<file path="src/fhl_pkg.sv">
// fault history log package: register offsets, field widths, class codes
// assumes a simple parameter-access port; offsets are 16-bit parameter addresses
package fhl_pkg;
  localparam int unsigned addr_w = 16; // parameter address width
  localparam int unsigned data_w = 32; // read/write data width
  localparam logic [15:0] off_power_on = 16'h3b04;
  localparam logic [15:0] off_clear = 16'h3b08;
  localparam logic [15:0] off_rewind = 16'h3b0a;
  localparam logic [15:0] off_class = 16'h3c00;
  localparam logic [15:0] off_entry_num = 16'h3c02;
  localparam logic [15:0] off_qual = 16'h3c08;
  localparam logic [15:0] off_speed = 16'h3c10;
  localparam logic [15:0] off_current = 16'h3c12;
  localparam logic [15:0] off_stage_temp = 16'h3c14;
  localparam logic [15:0] off_dev_temp = 16'h3c16;
  // trigger value for clear and rewind parameters
  localparam logic [15:0] cmd_go = 16'h0001;
  // severity classes, higher is worse
  typedef enum logic [2:0] {
    fhl_warning = 3'h0,
    fhl_quick_stop = 3'h1,
    fhl_stop_89 = 3'h2,
    fhl_fatal_ack = 3'h3,
    fhl_fatal_noack = 3'h4
  } fhl_class_t;
  localparam logic [2:0] class_max = 3'h4;
  // one stored entry
  typedef struct packed {
    logic [2:0] severity;
    logic [15:0] number;
    logic [15:0] qualifier;
    logic [15:0] current;
    logic [15:0] speed;
    logic [15:0] stage_temp;
    logic [15:0] dev_temp;
  } fhl_entry_t;
endpackage : fhl_pkg

</file>
<file path="src/fhl_mem_if.sv">
// fault history log: interface between the control top and the entry store
// assumes both ends share one clock
`timescale 1ns/10ps
`default_nettype none
interface fhl_mem_if #(parameter int unsigned aw = 4);
  import fhl_pkg::*;
  logic we; // write an entry
  logic [aw-1:0] waddr; // write slot
  fhl_entry_t wdata; // entry to write
  logic [aw-1:0] raddr; // read slot
  fhl_entry_t rdata; // entry at read slot
  modport ctrl (output we, output waddr, output wdata, output raddr, input rdata);
  modport store (input we, input waddr, input wdata, input raddr, output rdata);
endinterface : fhl_mem_if
`default_nettype wire

</file>
<file path="src/fhl_log.sv">
// fault history log top: parameter access, entry capture and read buffer
// assumes one parameter access per strobe, synchronous to clock
`timescale 1ns/10ps
`default_nettype none
module fhl_log #(
  parameter int unsigned depth = 16,
  parameter int unsigned aw = 4
) (
  input wire logic clock,
  input wire logic rst,
  input wire logic ce, // freezes all state while low
  input wire logic power_on_pulse, // one pulse per power-on cycle
  input wire logic fault_valid, // one-cycle fault event
  input wire logic [2:0] fault_severity_class,
  input wire logic [15:0] fault_number,
  input wire logic [15:0] fault_qual_in,
  input wire logic [15:0] fault_current_in,
  input wire logic [15:0] fault_speed_in,
  input wire logic [15:0] fault_stage_temp_in,
  input wire logic [15:0] fault_dev_temp_in,
  input wire logic par_rd, // read strobe
  input wire logic par_wr, // write strobe
  input wire logic [fhl_pkg::addr_w-1:0] par_addr,
  input wire logic [fhl_pkg::data_w-1:0] par_wdata,
  output logic [fhl_pkg::data_w-1:0] par_rdata,
  output logic par_ack,
  output logic fault_stop // high when a stored class needs a reaction
);
  import fhl_pkg::*;

  typedef enum logic [1:0] {
    st_idle = 2'b01, // normal operation
    st_erase = 2'b10 // clearing slots one per cycle
  } fhl_state_t;

  fhl_mem_if #(.aw(aw)) mem ();

  fhl_store #(.depth(depth), .aw(aw)) u_store (
    .clock(clock),
    .ce(ce),
    .mem(mem.store)
  );

  // wrap a slot index
  function automatic logic [aw-1:0] inc_slot(input logic [aw-1:0] s);
    inc_slot = (s == aw'(depth - 1)) ? '0 : s + aw'(1);
  endfunction : inc_slot

  fhl_state_t state_reg, state_next;
  logic [aw-1:0] wr_ptr_reg, wr_ptr_next; // next slot to fill
  logic [aw-1:0] rd_ptr_reg, rd_ptr_next; // next entry to read
  logic [aw-1:0] oldest_reg, oldest_next; // oldest stored entry
  logic [aw:0] count_reg, count_next; // entries held
  logic [aw-1:0] erase_reg, erase_next; // erase sweep index
  logic [31:0] pwr_reg, pwr_next; // power-on cycle count
  fhl_entry_t hold_reg, hold_next; // holding buffer for field reads
  logic [31:0] rdata_reg, rdata_next;
  logic ack_reg, ack_next;
  logic stop_reg, stop_next;
  logic rd_num, wr_clr, wr_rew;

  assign rd_num = par_rd && (par_addr == off_entry_num);
  assign wr_clr = par_wr && (par_addr == off_clear);
  assign wr_rew = par_wr && (par_addr == off_rewind);

  // next-state for pointers, buffer and bus answer
  always_comb begin
    state_next = state_reg;
    wr_ptr_next = wr_ptr_reg;
    rd_ptr_next = rd_ptr_reg;
    oldest_next = oldest_reg;
    count_next = count_reg;
    erase_next = erase_reg;
    pwr_next = pwr_reg;
    hold_next = hold_reg;
    rdata_next = rdata_reg;
    ack_next = par_rd || par_wr;
    stop_next = stop_reg;
    mem.we = 1'b0;
    mem.waddr = wr_ptr_reg;
    mem.wdata = '0;
    mem.raddr = rd_ptr_reg;
    if (power_on_pulse) begin
      pwr_next = pwr_reg + 32'h1;
    end
    unique case (state_reg)
      st_idle: begin
        // capture a fault with its snapshots
        if (fault_valid) begin
          mem.we = 1'b1;
          mem.wdata.severity = (fault_severity_class > class_max) ? class_max
                               : fault_severity_class;
          mem.wdata.number = fault_number;
          mem.wdata.qualifier = fault_qual_in;
          mem.wdata.current = fault_current_in;
          mem.wdata.speed = fault_speed_in;
          mem.wdata.stage_temp = fault_stage_temp_in;
          mem.wdata.dev_temp = fault_dev_temp_in;
          if (mem.wdata.severity != fhl_warning) begin
            stop_next = 1'b1;
          end
          wr_ptr_next = inc_slot(wr_ptr_reg);
          if (count_reg == (aw+1)'(depth)) begin
            oldest_next = inc_slot(oldest_reg); // overwrite oldest when full
          end else begin
            count_next = count_reg + (aw+1)'(1);
          end
        end
        if (rd_num) begin
          hold_next = mem.rdata;
          rd_ptr_next = inc_slot(rd_ptr_reg);
        end
        if (wr_rew && par_wdata[15:0] == cmd_go) begin
          rd_ptr_next = oldest_reg;
        end
        if (wr_clr && par_wdata[15:0] == cmd_go) begin
          state_next = st_erase;
          erase_next = '0;
        end
      end
      st_erase: begin
        // zero one slot per cycle; faults arriving now are dropped
        mem.we = 1'b1;
        mem.waddr = erase_reg;
        erase_next = inc_slot(erase_reg);
        if (erase_reg == aw'(depth - 1)) begin
          state_next = st_idle;
          wr_ptr_next = '0;
          rd_ptr_next = '0;
          oldest_next = '0;
          count_next = '0;
          hold_next = '0;
          stop_next = 1'b0;
        end
      end
      default: begin
        state_next = st_idle;
      end
    endcase
    // read mux
    if (par_rd) begin
      unique case (par_addr)
        off_power_on: rdata_next = pwr_reg;
        off_clear: rdata_next = {31'h0, state_reg == st_erase};
        off_rewind: rdata_next = '0;
        off_class: rdata_next = {29'h0, hold_reg.severity};
        off_entry_num: rdata_next = {16'h0, mem.rdata.number};
        off_qual: rdata_next = {16'h0, hold_reg.qualifier};
        off_speed: rdata_next = {16'h0, hold_reg.speed};
        off_current: rdata_next = {16'h0, hold_reg.current};
        off_stage_temp: rdata_next = {16'h0, hold_reg.stage_temp};
        off_dev_temp: rdata_next = {16'h0, hold_reg.dev_temp};
        default: rdata_next = '0;
      endcase
    end
  end

  // state registers
  always_ff @(posedge clock) begin
    if (rst) begin
      state_reg <= st_idle;
      wr_ptr_reg <= '0;
      rd_ptr_reg <= '0;
      oldest_reg <= '0;
      count_reg <= '0;
      erase_reg <= '0;
      pwr_reg <= '0;
      hold_reg <= '0;
      rdata_reg <= '0;
      ack_reg <= 1'b0;
      stop_reg <= 1'b0;
    end else if (ce) begin
      state_reg <= state_next;
      wr_ptr_reg <= wr_ptr_next;
      rd_ptr_reg <= rd_ptr_next;
      oldest_reg <= oldest_next;
      count_reg <= count_next;
      erase_reg <= erase_next;
      pwr_reg <= pwr_next;
      hold_reg <= hold_next;
      rdata_reg <= rdata_next;
      ack_reg <= ack_next;
      stop_reg <= stop_next;
    end
  end

  assign par_rdata = rdata_reg;
  assign par_ack = ack_reg;
  assign fault_stop = stop_reg;
endmodule : fhl_log
`default_nettype wire

</file>
<file path="src/fhl_store.sv">
// fault history log entry store: a small array of entries
// assumes the controller never writes and reads the same slot in one cycle
`timescale 1ns/10ps
`default_nettype none
module fhl_store #(
  parameter int unsigned depth = 16,
  parameter int unsigned aw = 4
) (
  input wire logic clock,
  input wire logic ce,
  fhl_mem_if.store mem
);
  import fhl_pkg::*;
  // entry array, contents need no reset since occupancy is tracked outside
  fhl_entry_t slots [depth];
  // write port
  always_ff @(posedge clock) begin
    if (ce && mem.we) begin
      slots[mem.waddr] <= mem.wdata;
    end
  end
  // asynchronous read keeps the latch one cycle after the request
  assign mem.rdata = slots[mem.raddr];
endmodule : fhl_store
`default_nettype wire
</file>
<file path="config.mk">
export PLATFORM = sky130hd
export DESIGN_NAME = fhl_log
export DESIGN_NICKNAME = d
export VERILOG_FILES = /design/src/fhl_pkg.sv /design/src/fhl_mem_if.sv /design/src/fhl_log.sv /design/src/fhl_store.sv
export SDC_FILE = /design/constraint.sdc
export NUM_CORES = 2
export LEC_CHECK = 0
export BUFFER_PORTS_ARGS = -buffer_cell sky130_fd_sc_hd__buf_2
export CAP_MARGIN = 20
export CELL_PAD_IN_SITES_DETAIL_PLACEMENT = 2
export CELL_PAD_IN_SITES_GLOBAL_PLACEMENT = 2
export CORE_UTILIZATION = 35
export DETAILED_ROUTE_END_ITERATION = 6
export PLACE_DENSITY = 0.7
export SYNTH_ARGS = -nofsm -noshare
export SYNTH_HDL_FRONTEND = slang
export SYNTH_SLANG_ARGS = --single-unit
</file>
<file path="constraint.sdc">
create_clock -name clock -period 9.4 [get_ports clock]
set_clock_uncertainty 0.1 [all_clocks]
set_input_delay 0.94 -clock clock [delete_from_list [all_inputs] [get_ports clock]]
set_output_delay 0.94 -clock clock [all_outputs]
set_load 0.02 [all_outputs]
</file>
Yosys cells after proc, flatten, opt, wreduce, memory -nomap -nowiden
Memories as Yosys holds them, arrays and structs flattened. A register that Yosys moved wholly into a read port is not among the register bits.
Cells that the tools add are included.
- register bits: 172
- RAM bits: 1584
- output and inout port bits: 34
- word-level logic and storage cells: 109
- memories: 1
- memory list (name ; words ; bits a word ; rd ports ; clocked after Yosys merged registers in ; wr ports ; RTL line ; RTL):
    u_store.slots ; 16 ; 99 ; 1 ; 1 ; 1 ; fhl_store.sv:15 ; fhl_entry_t slots [depth];
- add/sub/neg operators: 6
- $lt $le $gt $ge: 1
- eq/ne operators: 26
- muxes and demuxes: 40
- reductions and logical operators: 19
- operators by type and width (operator ; count):
    $mux 99 ; 4
    $pmux 32 s9 ; 1
    $pmux 99 s2 ; 1
    $eq 16x14->1 const B ; 10
    $mux 4 ; 14
    $add 32x1->32 const B ; 1
    $pmux 4 s2 ; 4
    $add 4x1->4 const B ; 4
    $eq 16x1->1 const B ; 1
    $eq 4x4->1 const B ; 4
    $mux 5 ; 3
    $reduce_and 5->1 ; 3
    $ne 2x2->1 const B ; 7
    $reduce_and 4->1 ; 3
    $pmux 5 s2 ; 1
    $logic_and 1x1->1 ; 6
    $mux 1 ; 6
    $reduce_and 3->1 ; 2
    $add 5x1->5 const B ; 1
    $eq 5x5->1 const B ; 1
    $mux 2 ; 2
    $pmux 1 s2 ; 2
    $pmux 2 s2 ; 1
    $reduce_and 2->1 ; 2
    8 further kinds ; 8

Depth between registers and ports, before layout
- depth after elaboration: 7
- gate-level depth with buffers: 10
- gate-level depth less buffers: 8

Cells and area by module
From an unflattened synthesis, not the netlist that was laid out.
- cell total of the unflattened synthesis: 3507
- area, all modules: 67796.3 sq um
- modules (own cells, without submodules) (module ; instances ; cells each ; area an instance (sq um)):
    fhl_store ; 1 ; 2436 ; 59230.6
    fhl_log ; 1 ; 1071 ; 8565.7

Least setup slack after synthesis
No wires, ideal clock.
- path kind: input port to flip-flop
- start: input port fault_valid
- end: memory u_store.slots[0][0] in the netlist's numbering, enable pin
- setup time: 0.558 ns
- arrival: 5.964 ns
- required time: 8.742 ns
- slack: 2.778 ns
- stages on the path: 6
- buffers on the path: 1
- path through: clkbuf_1 nand2_1 or3_1 o21ai_0 nand2_1 nor2_1
- cells in the longest elaborated chain, start to end: 5
- ends and longest elaborated chain (element ; RTL line ; RTL):
    start, declared ; fhl_log.sv:13 ; input wire logic fault_valid,
    $mux 1 ; fhl_log.sv:89 ; if (fault_valid) begin
    $pmux 1 s2 ; fhl_log.sv:86 ; unique case (state_reg)
    $logic_and 1x1->1 ; fhl_store.sv:18 ; if (ce && mem.we) begin
    $mux 1 ; fhl_store.sv:18 ;
    $mux 1 (not written as such) ; fhl_store.sv:19 ; slots[mem.waddr] <= mem.wdata;
    end, declared ; fhl_store.sv:15 ;
No other way between the ends.

Worst setup path in the final report
- start: register state_reg[0]
- end: memory u_store.slots[5][11] in the netlist's numbering, enable pin
- cells in the longest elaborated chain, start to end: 5
- elaborated cells between the ends (all ways): 7
- those cells by class: eq/ne: 2; mux: 4; reduce/logical: 1
- ends and longest elaborated chain (element ; RTL line ; RTL):
    start, declared ; fhl_log.sv:49 ; fhl_state_t state_reg, state_next;
    start signal, assigned ; fhl_log.sv:161 ; state_reg <= st_idle;
    start signal, assigned ; fhl_log.sv:173 ; state_reg <= state_next;
    $eq 2x2->1 or $eq 2x1->1 (tied branches) ; fhl_log.sv:86 ;
    $pmux 1 s2 ; fhl_log.sv:86 ;
    $logic_and 1x1->1 ; fhl_store.sv:18 ;
    $mux 1 ; fhl_store.sv:18 ;
    $mux 1 (not written as such) ; fhl_store.sv:19 ;
Several ways; a longest one is shown, not always the timed one.

==> impl_metrics.yaml <==
finish:
  final_common_cell: "edfxtp_1"
  nFillCells: 17793
  nets: 3570
  syn_to_final_growth_pct: 14.6
  fin_util: 0.404
  drive_gt1_frac: 0.291
  largest_reg_flops: 1584
  layout_common_cells: "edfxtp_1, mux4_2, clkbuf_16"
routing:
  ant_nets: 0
  wl_per_cell_um: 34.0
  viasPerCell: 5.74
  routed_wirelength_um: 207000
  drc: 0
  vias: 34935
  drtPass1Iterations: 7
  initialDrtViolationCount: 3106
sta:
  fin_crit_sh: 0.434
  setup_ws_ns: 5.32
  hold_slack_ns: 0.286
  finalSetupTns_ns: 0
  setup_viol: 0
  period_needed_ns: 4.08
  rsz0062_at_grt: "false"
  tightest_slew_ns: 1.16
  hold_viol: 0
  slew_headroom: 0.228
  fmax_ghz: 0.245
  maxSlewViolCount: 0
setup_path:
  path_cells: "inv_1 > ha_1 > buf_4 > inv_1 > o21ai_0 > nand2_1 > nor2_4 > buf_4"
  cp.arrival_ns: 4.41
  path_delay_family: "buffers and inverters"
  max_stage_delay_ns: 0.92
  worstSetupStartpoint: "state_reg[0]$_SDFFE_PP1P_"
  start_kind: "flip-flop"
  critical_path.endpoint_type: "flip-flop"
  required_ns: 9.73
  slowest_stage: "buf_4"
  timing.rr.start: "state_reg[0]$_SDFFE_PP1P_"
  crit_fanout: 42
  path_class: "reg -> reg"
  critPathBufInv: 4
pwr:
  p_int_mw: 13.0
  finalPower_mw: 16.9
  clkPwrFrac: 0.424
  p_leak_nw: 23.9
  power_frac_comb: 0.058
  swShare: 0.230
  vdd_drop_max_v: 0.000211
  seqPwrFrac: 0.517
  powerDensity_mw_per_mm2: 217
  p_switching_mw: 3.89
min_path:
  hp-start: "rst"
  hold_class: "in -> reg"
die:
  dieArea_sq_mm: 0.196
  initial_core_util: 0.353
  io_pins: 188
  die_h_um: 443
  core_sq_mm: 0.193
  rows: 161
  dieWidth_um: 443
cts:
  insertion_delay_ns: 0.86
  numCtsBuffers: 183
  clkSlewWorstSetupHoldPaths_ns: 0.06
  cts_tree: "yes"
  htreeDepth: 4
  postCtsResizedCells: 0
  cts_buffer_depth: 3
  cts-hold-fix-buffers: 0
  cts_setup_buffers: 0
  clock-sinks: 1760
  cts-root-buf: "clkbuf_16"
outcome:
  status: "finished clean"
logic_synthesis:
  synth_area_sq_mm: 0.0680
  synth_area_per_cell_sq_um: 21.3
  syn_nets: 3360
  yosysSeqAreaShare: 0.751
  synth_top_cell_area_share: 0.699
  synth_edf_count: 1584
  async_flop_share: 0
  synth.distinct_cells: 69
  yosysWarnings: 0
  ys.flop_type: "edfxtp_1"
  synthTopCellsByArea: "edfxtp_1, mux4_2, dfxtp_1"
  syn-instance-count: 3197
  yosys.area.top_type: "edfxtp_1"
  synth_seq_cells: 1760
job:
  max_cap_viol_count: 0
placed_design:
  pre_cts_ws_ns: 4.21
  gp_congestion: 0.729
  port_buffers: 171
  hpwl_um: 106000
global_routing:
  grtUsageTotal: 0.210
  grt_max_degree: 132
  grt-ovfl-total: 0
  antenna_found_initial: 12
  grt_pass1_wl_um: 292000
  first_global_vias: 37644
-- power by group through the flow --
| stage | clock, mW | sequential, mW | combinational (mW) |
|---|---|---|---|
| 5_1_grt | 7.55 | 8.75 | 1.05 |
| 4_1_cts | 7.31 | 8.75 | 1.00 |
| 2_1_floorplan | 0 | 8.89 | 0.628 |
| 6_report | 7.18 | 8.75 | 0.987 |
| 3_3_place_gp | 0 | 8.90 | 0.943 |
| 3_5_place_dp | 0 | 8.91 | 0.993 |
-- synth_stat cells (9+ instances only) --
cell,n
a31oi_1,10
a21oi_1,42
a221oi_1,11
ha_1,9
clkbuf_1,111
edfxtp_1,1584
mux2_2,16
or3_1,12
a221oi_2,16
a32o_1,84
o21ai_0,14
nor3_1,12
buf_2,62
nand2_1,84
mux4_2,479
xor2_1,23
and3_1,113
buf_1,17
nor2_1,82
dfxtp_1,176
mux2i_1,21
nand3_1,43
o211ai_1,16
a22oi_1,29
inv_1,17
-- path summary, 6_finish.rpt --
| path | to | slack [ns] | cells after the start |
|---|---|---|---|
| setup / recovery | u_store.slots[5][11]$_DFFE_PP_ | 5.32 | 8 |
| hold / removal | oldest_reg[2]$_SDFFE_PP0P_ | 0.29 | 2 |
| setup reg to reg | u_store.slots[5][11]$_DFFE_PP_ | 5.32 | 8 |
| hold reg to reg | par_rdata[25]$_SDFFE_PP0P_ | 0.35 | 2 |
-- final cells by class --
| class | instances | area, sq um | area share |
|---|---|---|---|
| well taps | 2526 | 3160 | 0.0406 |
| repair buffers | 223 | 1540 | 0.0197 |
| clock inverters | 97 | 945 | 0.0121 |
| inverters | 17 | 63.8 | 0.000819 |
| multi-input cells | 1222 | 16200 | 0.207 |
| flip-flops and latches | 1760 | 51100 | 0.656 |
| clock buffers | 241 | 4940 | 0.0634 |
| diodes | 4 | 10.0 | 0.000128 |
-- metal layers --
metal | vias to the layer above | track usage | part of all wire
met1 | 19377 | 0.261 | 0.39
met5 | - | 0 | 0.00019
met2 | 1285 | 0.376 | 0.53
li1 | 13962 | - | -
met4 | 6 | 0.0689 | 0.031
met3 | 305 | 0.0300 | 0.051
-- kinds of logic (layout without fill, tap and decap cells) --
group | Yosys count | in the layout | synth area share
compound gates | 255 | 255 | 0.0311
xor+xnor | 31 | 31 | 0.00399
fa+ha+maj | 9 | 9 | 0.00166
buf+inv | 215 | 578 | 0.0139
flops | 1760 | 1760 | 0.751
mux | 516 | 516 | 0.164
other cells | 0 | 4 | 0
simple gates | 411 | 411 | 0.0338
-- stage by stage --
step           instances  instance area [sq um]
4_1_cts             6083                  77900
3_3_place_gp        5745                  72000
2_1_floorplan       3197                  68000
3_5_place_dp        5745                  72000
5_1_grt             6087                  77900
6_report            6090                  77900
No activity file was read; power rests on OpenSTA's default activity.
